$ cat src/design/udlm_defines.svh
`ifndef UDLM_DEFINES_SVH
`define UDLM_DEFINES_SVH

// ----------------------------------------------------------------
// register offsets (byte addresses on the control bus)
// ----------------------------------------------------------------
`define UDLM_OFF_DP_HI 8'h43
`define UDLM_OFF_DP_LO 8'h44
`define UDLM_OFF_DM_HI 8'h45
`define UDLM_OFF_DM_LO 8'h46
`define UDLM_OFF_CTRL 8'h47
`define UDLM_OFF_ID 8'h48

// ----------------------------------------------------------------
// field positions
// ----------------------------------------------------------------
`define UDLM_DP_SEL_MSB 7
`define UDLM_DP_SEL_LSB 5
`define UDLM_DM_SEL_MSB 4
`define UDLM_DM_SEL_LSB 2
`define UDLM_HI_MSB 15
`define UDLM_HI_LSB 8
`define UDLM_LO_MSB 7
`define UDLM_LO_LSB 0

// ----------------------------------------------------------------
// reset values and limits
// ----------------------------------------------------------------
`define UDLM_CTRL_RESET 8'h00
`define UDLM_RESULT_RESET 16'h0000
`define UDLM_BYTE_ZERO 8'h00
`define UDLM_ID_RSV 2'h0
`define UDLM_RESULT_MAX 16'h0e10
`define UDLM_SEL_ZERO 3'h0

// ----------------------------------------------------------------
// measured lines
// ----------------------------------------------------------------
`define UDLM_LINE_COUNT 2
`define UDLM_CH_DP 0
`define UDLM_CH_DM 1

`endif

$ cat src/design/udlm_pkg.sv
package udlm_pkg;

   // drive level codes shared by both line selects
   typedef enum logic [2:0] {
      UDLM_HIGH_IMPEDANCE = 3'b000,
      UDLM_GROUND = 3'b001,
      UDLM_LEVEL_0P6 = 3'b010,
      UDLM_LEVEL_1P2 = 3'b011,
      UDLM_LEVEL_2P0 = 3'b100,
      UDLM_LEVEL_2P7 = 3'b101,
      UDLM_LEVEL_3P3 = 3'b110,
      UDLM_SHORT = 3'b111
   } udlm_drive_e;

   typedef logic [15:0] udlm_result_t;

endpackage : udlm_pkg

$ cat src/design/udlm_result_hold.sv
`timescale 1ns/10ps
`include "udlm_defines.svh"

module udlm_result_hold (
   input wire logic clk_in,
   input wire logic reset_n_in,
   input wire logic sample_in,
   input wire udlm_pkg::udlm_result_t value_in,
   output udlm_pkg::udlm_result_t result_out
);

   // ----------------------------------------------------------------
   // result capture
   // ----------------------------------------------------------------
   // converter codes above full scale are clamped so software never
   // sees a value outside the documented range
   always_ff @(posedge clk_in or negedge reset_n_in) begin
      if (!reset_n_in) begin
         result_out <= `UDLM_RESULT_RESET;
      end else if (sample_in) begin
         if (value_in > `UDLM_RESULT_MAX) begin
            result_out <= `UDLM_RESULT_MAX;
         end else begin
            result_out <= value_in;
         end
      end
   end
endmodule : udlm_result_hold

$ cat src/design/udlm_regs.sv
// Overview of operation
// - read-only 16-bit D+ voltage result at 43h, 1 mV steps, 0-3600, resets zero.
// - read-only 16-bit D- voltage result at 45h, same scale, resets zero.
// - D+ drive select bits 7-5, reset zero: hi-Z, ground, five fixed levels.
// - D+ drive code 7 shorts D+ to D- instead of driving a level.
// - D- drive select bits 4-2, reset zero, same codes; code 7 reserved.
// - identification bits 5-3 hold the part code; bits 7-6 read zero.
// - identification bits 2-0 hold a fixed revision code.
`timescale 1ns/10ps
`include "udlm_defines.svh"

module udlm_regs #(
   // arbitrary neutral identification values
   parameter logic [2:0] PART_CODE = 3'h5,
   parameter logic [2:0] REVISION_CODE = 3'h2
) (
   input wire logic clk_in,
   input wire logic reset_n_in,
   input wire logic [7:0] reg_addr_in,
   input wire logic [7:0] reg_wdata_in,
   input wire logic reg_wr_in,
   input wire logic reg_rd_in,
   input wire logic conv_valid_in,
   input wire udlm_pkg::udlm_result_t dp_line_voltage_in,
   input wire udlm_pkg::udlm_result_t dm_line_voltage_in,
   output logic [7:0] reg_rdata_out,
   output logic reg_rvalid_out,
   output udlm_pkg::udlm_drive_e dp_line_drive_select_out,
   output udlm_pkg::udlm_drive_e dm_line_drive_select_out,
   output logic dpdm_short_out
);

   // ----------------------------------------------------------------
   // converter results
   // ----------------------------------------------------------------
   udlm_pkg::udlm_result_t dp_line_voltage_result;
   udlm_pkg::udlm_result_t dm_line_voltage_result;
   logic [7:0] dp_lo_snap;
   logic [7:0] dm_lo_snap;
   logic [7:0] ctrl;
   logic [7:0] next_rdata;
   logic [7:0] id_value;
   logic [2:0] dp_code;
   logic [2:0] dm_code;

   // both lines use one capture module, one instance each, so their clamping cannot drift apart
   udlm_pkg::udlm_result_t line_voltage_in [`UDLM_LINE_COUNT];
   udlm_pkg::udlm_result_t line_voltage_result [`UDLM_LINE_COUNT];

   assign line_voltage_in[`UDLM_CH_DP] = dp_line_voltage_in;
   assign line_voltage_in[`UDLM_CH_DM] = dm_line_voltage_in;
   assign dp_line_voltage_result = line_voltage_result[`UDLM_CH_DP];
   assign dm_line_voltage_result = line_voltage_result[`UDLM_CH_DM];

   for (genvar ch = 0; ch < `UDLM_LINE_COUNT; ch++) begin : g_hold
      udlm_result_hold u_hold (
         .clk_in(clk_in),
         .reset_n_in(reset_n_in),
         .sample_in(conv_valid_in),
         .value_in(line_voltage_in[ch]),
         .result_out(line_voltage_result[ch])
      );
   end

   // reading the high byte freezes the low byte, so a high-then-low
   // read pair is coherent even if a new conversion lands in between
   always_ff @(posedge clk_in or negedge reset_n_in) begin
      if (!reset_n_in) begin
         dp_lo_snap <= `UDLM_BYTE_ZERO;
         dm_lo_snap <= `UDLM_BYTE_ZERO;
      end else if (reg_rd_in) begin
         if (reg_addr_in == `UDLM_OFF_DP_HI) begin
            dp_lo_snap <= dp_line_voltage_result[`UDLM_LO_MSB:`UDLM_LO_LSB];
         end
         if (reg_addr_in == `UDLM_OFF_DM_HI) begin
            dm_lo_snap <= dm_line_voltage_result[`UDLM_LO_MSB:`UDLM_LO_LSB];
         end
      end
   end

   // ----------------------------------------------------------------
   // drive control register
   // ----------------------------------------------------------------
   // only the control offset is writable; all other writes are dropped
   always_ff @(posedge clk_in or negedge reset_n_in) begin
      if (!reset_n_in) begin
         ctrl <= `UDLM_CTRL_RESET;
      end else if (reg_wr_in && (reg_addr_in == `UDLM_OFF_CTRL)) begin
         ctrl <= reg_wdata_in;
      end
   end

   assign dp_code = ctrl[`UDLM_DP_SEL_MSB:`UDLM_DP_SEL_LSB];
   assign dm_code = ctrl[`UDLM_DM_SEL_MSB:`UDLM_DM_SEL_LSB];

   // ----------------------------------------------------------------
   // line drivers
   // ----------------------------------------------------------------
   // a short leaves both level drivers off so no level fights the short;
   // a reserved D- code is held safe as high impedance
   always_ff @(posedge clk_in or negedge reset_n_in) begin
      if (!reset_n_in) begin
         dp_line_drive_select_out <= udlm_pkg::UDLM_HIGH_IMPEDANCE;
         dm_line_drive_select_out <= udlm_pkg::UDLM_HIGH_IMPEDANCE;
         dpdm_short_out <= 1'b0;
      end else begin
         case (dp_code)
            udlm_pkg::UDLM_SHORT: begin
               dp_line_drive_select_out <= udlm_pkg::UDLM_HIGH_IMPEDANCE;
               dpdm_short_out <= 1'b1;
            end
            default: begin
               dp_line_drive_select_out <= udlm_pkg::udlm_drive_e'(dp_code);
               dpdm_short_out <= 1'b0;
            end
         endcase
         if ((dp_code == udlm_pkg::UDLM_SHORT) || (dm_code == udlm_pkg::UDLM_SHORT)) begin
            dm_line_drive_select_out <= udlm_pkg::UDLM_HIGH_IMPEDANCE;
         end else begin
            dm_line_drive_select_out <= udlm_pkg::udlm_drive_e'(dm_code);
         end
      end
   end

   // ----------------------------------------------------------------
   // read port
   // ----------------------------------------------------------------
   assign id_value = {`UDLM_ID_RSV, PART_CODE, REVISION_CODE};

   always_comb begin
      case (reg_addr_in)
         `UDLM_OFF_DP_HI: next_rdata = dp_line_voltage_result[`UDLM_HI_MSB:`UDLM_HI_LSB];
         `UDLM_OFF_DP_LO: next_rdata = dp_lo_snap;
         `UDLM_OFF_DM_HI: next_rdata = dm_line_voltage_result[`UDLM_HI_MSB:`UDLM_HI_LSB];
         `UDLM_OFF_DM_LO: next_rdata = dm_lo_snap;
         `UDLM_OFF_CTRL: next_rdata = ctrl;
         `UDLM_OFF_ID: next_rdata = id_value;
         default: next_rdata = `UDLM_BYTE_ZERO;
      endcase
   end

   always_ff @(posedge clk_in or negedge reset_n_in) begin
      if (!reset_n_in) begin
         reg_rdata_out <= `UDLM_BYTE_ZERO;
         reg_rvalid_out <= 1'b0;
      end else begin
         reg_rvalid_out <= reg_rd_in;
         if (reg_rd_in) begin
            reg_rdata_out <= next_rdata;
         end
      end
   end
endmodule : udlm_regs

$ cat config.mk
export PLATFORM = sky130hd
export DESIGN_NAME = udlm_regs
export DESIGN_NICKNAME = d
export VERILOG_FILES = /design/src/design/udlm_pkg.sv /design/src/design/udlm_result_hold.sv /design/src/design/udlm_regs.sv
export VERILOG_INCLUDE_DIRS = /design/src /design/src/design
export SDC_FILE = /design/constraint.sdc
export NUM_CORES = 1
export LEC_CHECK = 0
export ABC_AREA = 1
export CAP_MARGIN = 15
export CORE_UTILIZATION = 45
export CTS_CLUSTER_SIZE = 20
export DETAILED_ROUTE_END_ITERATION = 10
export DONT_BUFFER_PORTS = 1
export HOLD_SLACK_MARGIN = 0.05
export MAX_ROUTING_LAYER = met4
export PLACE_DENSITY = 0.6
export SLEW_MARGIN = 10
export SYNTH_ARGS = -nofsm -noshare
export SYNTH_HDL_FRONTEND = slang
export SYNTH_HIERARCHICAL = 1
export SYNTH_SLANG_ARGS = --single-unit
export TNS_END_PERCENT = 20
$ cat constraint.sdc
create_clock -name clk_in -period 1.1 [get_ports clk_in]
set_input_delay 0.165 -clock clk_in [delete_from_list [all_inputs] [get_ports clk_in]]
set_output_delay 0.165 -clock clk_in [all_outputs]
set_load 0.02 [all_outputs]
Word level (Yosys, flattened, before mapping). Cells that the tools add are included.

Add/subtract/negate cells: 0. Multiply operators: 0. Divide/modulo/power cells: 0. $lt $le $gt $ge: 2. Equality and inequality tests: 8. Shift operators: 0. Muxes and demuxes: 6. Bitwise gates (word level): 0. Reduce and logical (&&, ||, !) cells: 4.

Operator list (count): equality test 8 x 7 -> 1 bit (second input constant) (6); case mux 8 bit (6 select lines) (1); > comparator 16 x 12 -> 1 bit (second input constant) (2); 2-to-1 mux 16 bit (2); equality test 3 bit (second input constant) (2); 2-to-1 mux 3 bit (2); AND reduction 2 bit (2); logical AND 1 bit (1); logical OR 1 bit (1); 2-to-1 mux 1 bit (1).

Bits in registers: 72. Latch bits: 0. Memory bits (writable): 0. Bits in read-only memories: 0. Input bits: 53. Output and inout bits: 16. Word-level logic and storage cells: 30. Memories: 0.

Longest topological paths before layout.
Depth in word-level cells: 3. Mapped depth: 10. Gate-level depth less buffers: 9.

Cells and area by module. Netlist, hierarchy kept.

Modules (own cells, without submodules): udlm_regs (instances 1, cells an instance 249, area each 2011.9 sq um, seq. area each 1001.0 sq um); udlm_result_hold (instances 2, cells an instance 110, area each 772.0 sq um, seq. area each 400.4 sq um).

Worst setup path before layout. Ideal clock, no wire load.

Path kind: input-to-reg. From: input port reg_addr_in[7]. To: register ctrl[3]. Setup time: 0.126 ns. Data arrival time: 0.927 ns. Required time: 0.974 ns. Setup slack: 0.046 ns. Cell stages on the path: 7. Path buffers: 2. Cell sequence: inv_1 -> nand2_1 -> nor2_4 -> and3_1 -> buf_4 -> buf_6 -> o21ai_0.

Longest elaborated chain between the ends: 2.

RTL lines: from (decl) (line udlm_regs.sv:19) `input wire logic [7:0] reg_addr_in,`; equality test 8 x 7 -> 1 bit; logical AND 1 bit (line udlm_regs.sv:88) `` end else if (reg_wr_in && (reg_addr_in == `UDLM_OFF_CTRL)) begin ``; to (signal assigned) (line udlm_regs.sv:87) `` ctrl <= `UDLM_CTRL_RESET; ``; to (signal assigned) (line udlm_regs.sv:89) `ctrl <= reg_wdata_in;`; to (decl) (line udlm_regs.sv:40) `logic [7:0] ctrl;`.

Every way passes these cells. A chain may end at the register's enable or synchronous reset.

Worst setup path after layout.
From: register ctrl[2]. To: register dm_line_drive_select_out[0].

Longest elaborated chain between the ends: 3.

RTL lines: equality test 3 bit (line udlm_regs.sv:117) `if ((dp_code == udlm_pkg::UDLM_SHORT) || (dm_code == udlm_pkg::UDLM_SHORT)) begin`; logical OR 1 bit (line udlm_regs.sv:117); 2-to-1 mux 3 bit (*) (line udlm_regs.sv:117); to (signal assigned) (line udlm_regs.sv:104) `dm_line_drive_select_out <= udlm_pkg::UDLM_HIGH_IMPEDANCE;`; to (signal assigned) (line udlm_regs.sv:118) `dm_line_drive_select_out <= udlm_pkg::UDLM_HIGH_IMPEDANCE;`; to (signal assigned) (line udlm_regs.sv:120) `dm_line_drive_select_out <= udlm_pkg::udlm_drive_e'(dm_code);`; to (decl) (line udlm_regs.sv:29) `output udlm_pkg::udlm_drive_e dm_line_drive_select_out,`.

Every way passes the cells marked *; elsewhere a longest branch is shown, timed or not.

==> impl_results.md <==
* Max Cap Viol at 0
* Die area at 8262 um^2
* PwrDens at 1227 nW/um^2
* Total grt overflow at 0
* CTS sink cnt at 72
* Core footprint at 7687 um^2
* Total GRT Usage at 21.15%
* Leakage at 2.251 nW
* Share of cells above drive strength 1 at 8.431%
* CP Data Required Time at 1340 ps
* Final net count at 559
* Net Count, Synth at 522
* DRC viols at 0
* Htree depth at 3
* Crit path capture: dm_line_drive_select_out[0]
* CP most frequent cell: inv_1
* Violated checks: hold timing
* CTS tree: done
* Clk pin slew, worst setup/hold paths at 70 ps
* Most common cell after layout, fill and taps aside: nand2_1
* Syn avg cell area at 7.582 um^2
* Vias in the first global route at 2,879
* Max Fclk at 982.8 MHz
* Yosys reg bits at 72
* Synth top area cells: dfrtp_1 (51%), nand2_1 (16%), nor2_1 (6.9%)
* Top-Level Pins at 69
* Routed Antenna Nets at 0
* Status: finished with violations
* Fin Hold WS at -485.6 ps
* Setup Fix Bufs, Post-CTS at 0
* CP Class: reg2reg
* Clock skew after layout at 5.435 ps
* Crit. path cell count at 5
* Final setup fails at 0
* TritonRoute pass-1 iters at 4
* Endpoint type of the worst setup path: flip-flop
* Worst Setup SP: ctrl[2]
* R2R depth at 5
* Peak supply drop at 0.3956 mV
* Starting DRT DRC Count at 130
* Post-synthesis sequential area ratio at 50.67%
* RSZ-0062 raised after global routing: false
* Tcrit/Tclk final at 92.50%
* Synth Cell Area at 3556 um^2
* Fillers at 757
* Crit-path leading delay family: flip-flops
* CP Cell Sequence: inv_1 -> o31ai_2 -> inv_1 -> nand2_1 -> inv_1
* Wire length of the first global-routing pass at 13,250 um
* Reg2reg start: ctrl[2]
* Worst-Skew Late Latency at 340 ps
* R2r endpoint: dm_line_drive_select_out[0]
* Yosys Warn Count at 6
* Synth area leader: dfrtp_1
* # hold bufs at CTS at 34
* Post-synth top area share at 50.67%
* Drt wl/cell at 12.76 um
* Most frequent cells in the layout: nand2_1 (150), dfrtp_1 (72), nor2_1 (65), inv_1 (64), nand3_1 (42)
* Max Transition Viols Final at 0
* Root Driver: clkbuf_8
* Initial Util at 46.26%
* I/O Buffers at 0
* Total power at 5.147 mW
* Num CTS Buffers at 9
* Die Y at 90.90 um
* Die X at 90.90 um
* Slowest stage delay, CP at 380 ps
* Drt total wl at 7810 um
* Final Hold Fails at 72
* PnR worst setup slack at 82.50 ps
* Placement Cell Area at 3662 um^2
* Pre-CTS setup slack at -58.57 ps
* WP buf/inv at 3
* Worst min-delay path class: in2async
* CP startpoint kind: flip-flop
* Area grow syn2layout at 17.95%
* Clock buffer depth at 2
* Relative slew slack at 74.59%
* Synth cell types at 23
* Post-DP HPWL at 5348 um
* Via count at 2,919
* Mapped Cells at 469
* Crit path DAT at 1250 ps
* Slowest stage cell, crit path: dfrtp_1
* Row cnt at 32
* Worst-margin pin slew at 380.7 ps
* GPL Wtd Cong at 0.8518
* Initial antenna violation count at 0
* Largest net degree at the start of global routing at 73
* ANT cells at 0
* Tmin final at 1018 ps
* Crit path max fanout at 3
* Post-route cell area at 4194 um^2
* FF-to-FF setup slack at 80 ps
* Vias per std cell at 4.770
metal layers:
metal / share of wire, % / vias to the layer above / wire length [um] / track usage (%)
met1: 47 / 1325 / 3637 / 25.79
met4: 1.1 / 0 / 83 / 7.011
met5: 0 / - / 0 / -
li1: - / 1506 / - / -
met2: 47 / 81 / 3656 / 34.53
met3: 5.5 / 7 / 433 / 5.135
worst min path at each step:
stage | start | endpoint | cells after the start
floorplan | reset_n_in | ctrl[0] | 0
global placement | reset_n_in | dpdm_short_out | 0
detailed placement | reset_n_in | dpdm_short_out | 0
CTS | reset_n_in | dpdm_short_out | 0
global route | reset_n_in | dpdm_short_out | 0
finish | reset_n_in | dpdm_short_out | 0
where the power goes:
group	total, mW	switching, mW	internal (mW)	leakage, nW
logic	0.427	0.231	0.195	1.26
registers	2.88	0.124	2.75	0.903
clock network	1.84	0.922	0.922	0.0882
Yosys cell counts, drive strengths merged:
| cell type | n |
|---|---|
| nand2 | 157 |
| dfrtp | 72 |
| nor2 | 72 |
| inv | 65 |
| nand3 | 43 |
| o21ai | 24 |
| buf | 15 |
| a21oi | 12 |
| o21bai | 4 |
| and3 | 2 |
| clkbuf | 1 |
| nor3 | 1 |
| o31ai | 1 |
worst register-to-register path: stages (launching register included):
cell and delay, ps:
dfrtp_1 380, inv_1 70, o31ai_2 280, inv_1 80, nand2_1 60, inv_1 40
logic make-up after synthesis:
kind of cell,Yosys count,synth area share [%]
flops,72,50.67
simple gates,275,33.15
compound gates,41,6.334
buf+inv,81,9.852
flip-flops by register name, summed over array words and instances (netlist names):
signal                    cells
g_hold.u_hold/result_out     32
ctrl                          8
dm_lo_snap                    8
dp_lo_snap                    8
reg_rdata_out                 8
dm_line_drive_select_out      3
dp_line_drive_select_out      3
dpdm_short_out                1
reg_rvalid_out                1
layout make-up:
| cell class | count | area, um^2 | area share (%) |
|---|---|---|---|
| Tap cell | 102 | 127.6 | 3.043 |
| Inverter | 65 | 244.0 | 5.817 |
| Clock buffer | 12 | 155.1 | 3.699 |
| Multi-Input combinational cell | 316 | 1413 | 33.68 |
| Sequential cell | 72 | 1802 | 42.96 |
| Timing Repair Buffer | 42 | 435.4 | 10.38 |
| Clock inverter | 3 | 17.52 | 0.4177 |
metrics by stage:
step	utilization (%)	cells	hold slack [ps]	TNS [ps]
2_1_floorplan	-	469	-130.6	0
3_3_place_gp	47.64	563	-128.3	-302.3
3_5_place_dp	47.64	563	-129.1	-626.0
4_1_cts	54.44	612	-505.2	0
5_1_grt	54.56	612	-510.1	0
6_report	54.56	612	-485.6	0
repair_timing:
action / 4_1_cts / 5_1_grt
endpoints found under the hold margin: 117 / 72
gates resized for setup: 0 / 2
setup endpoints to repair: 0 / 3
Power figures use the tool's default switching activity.
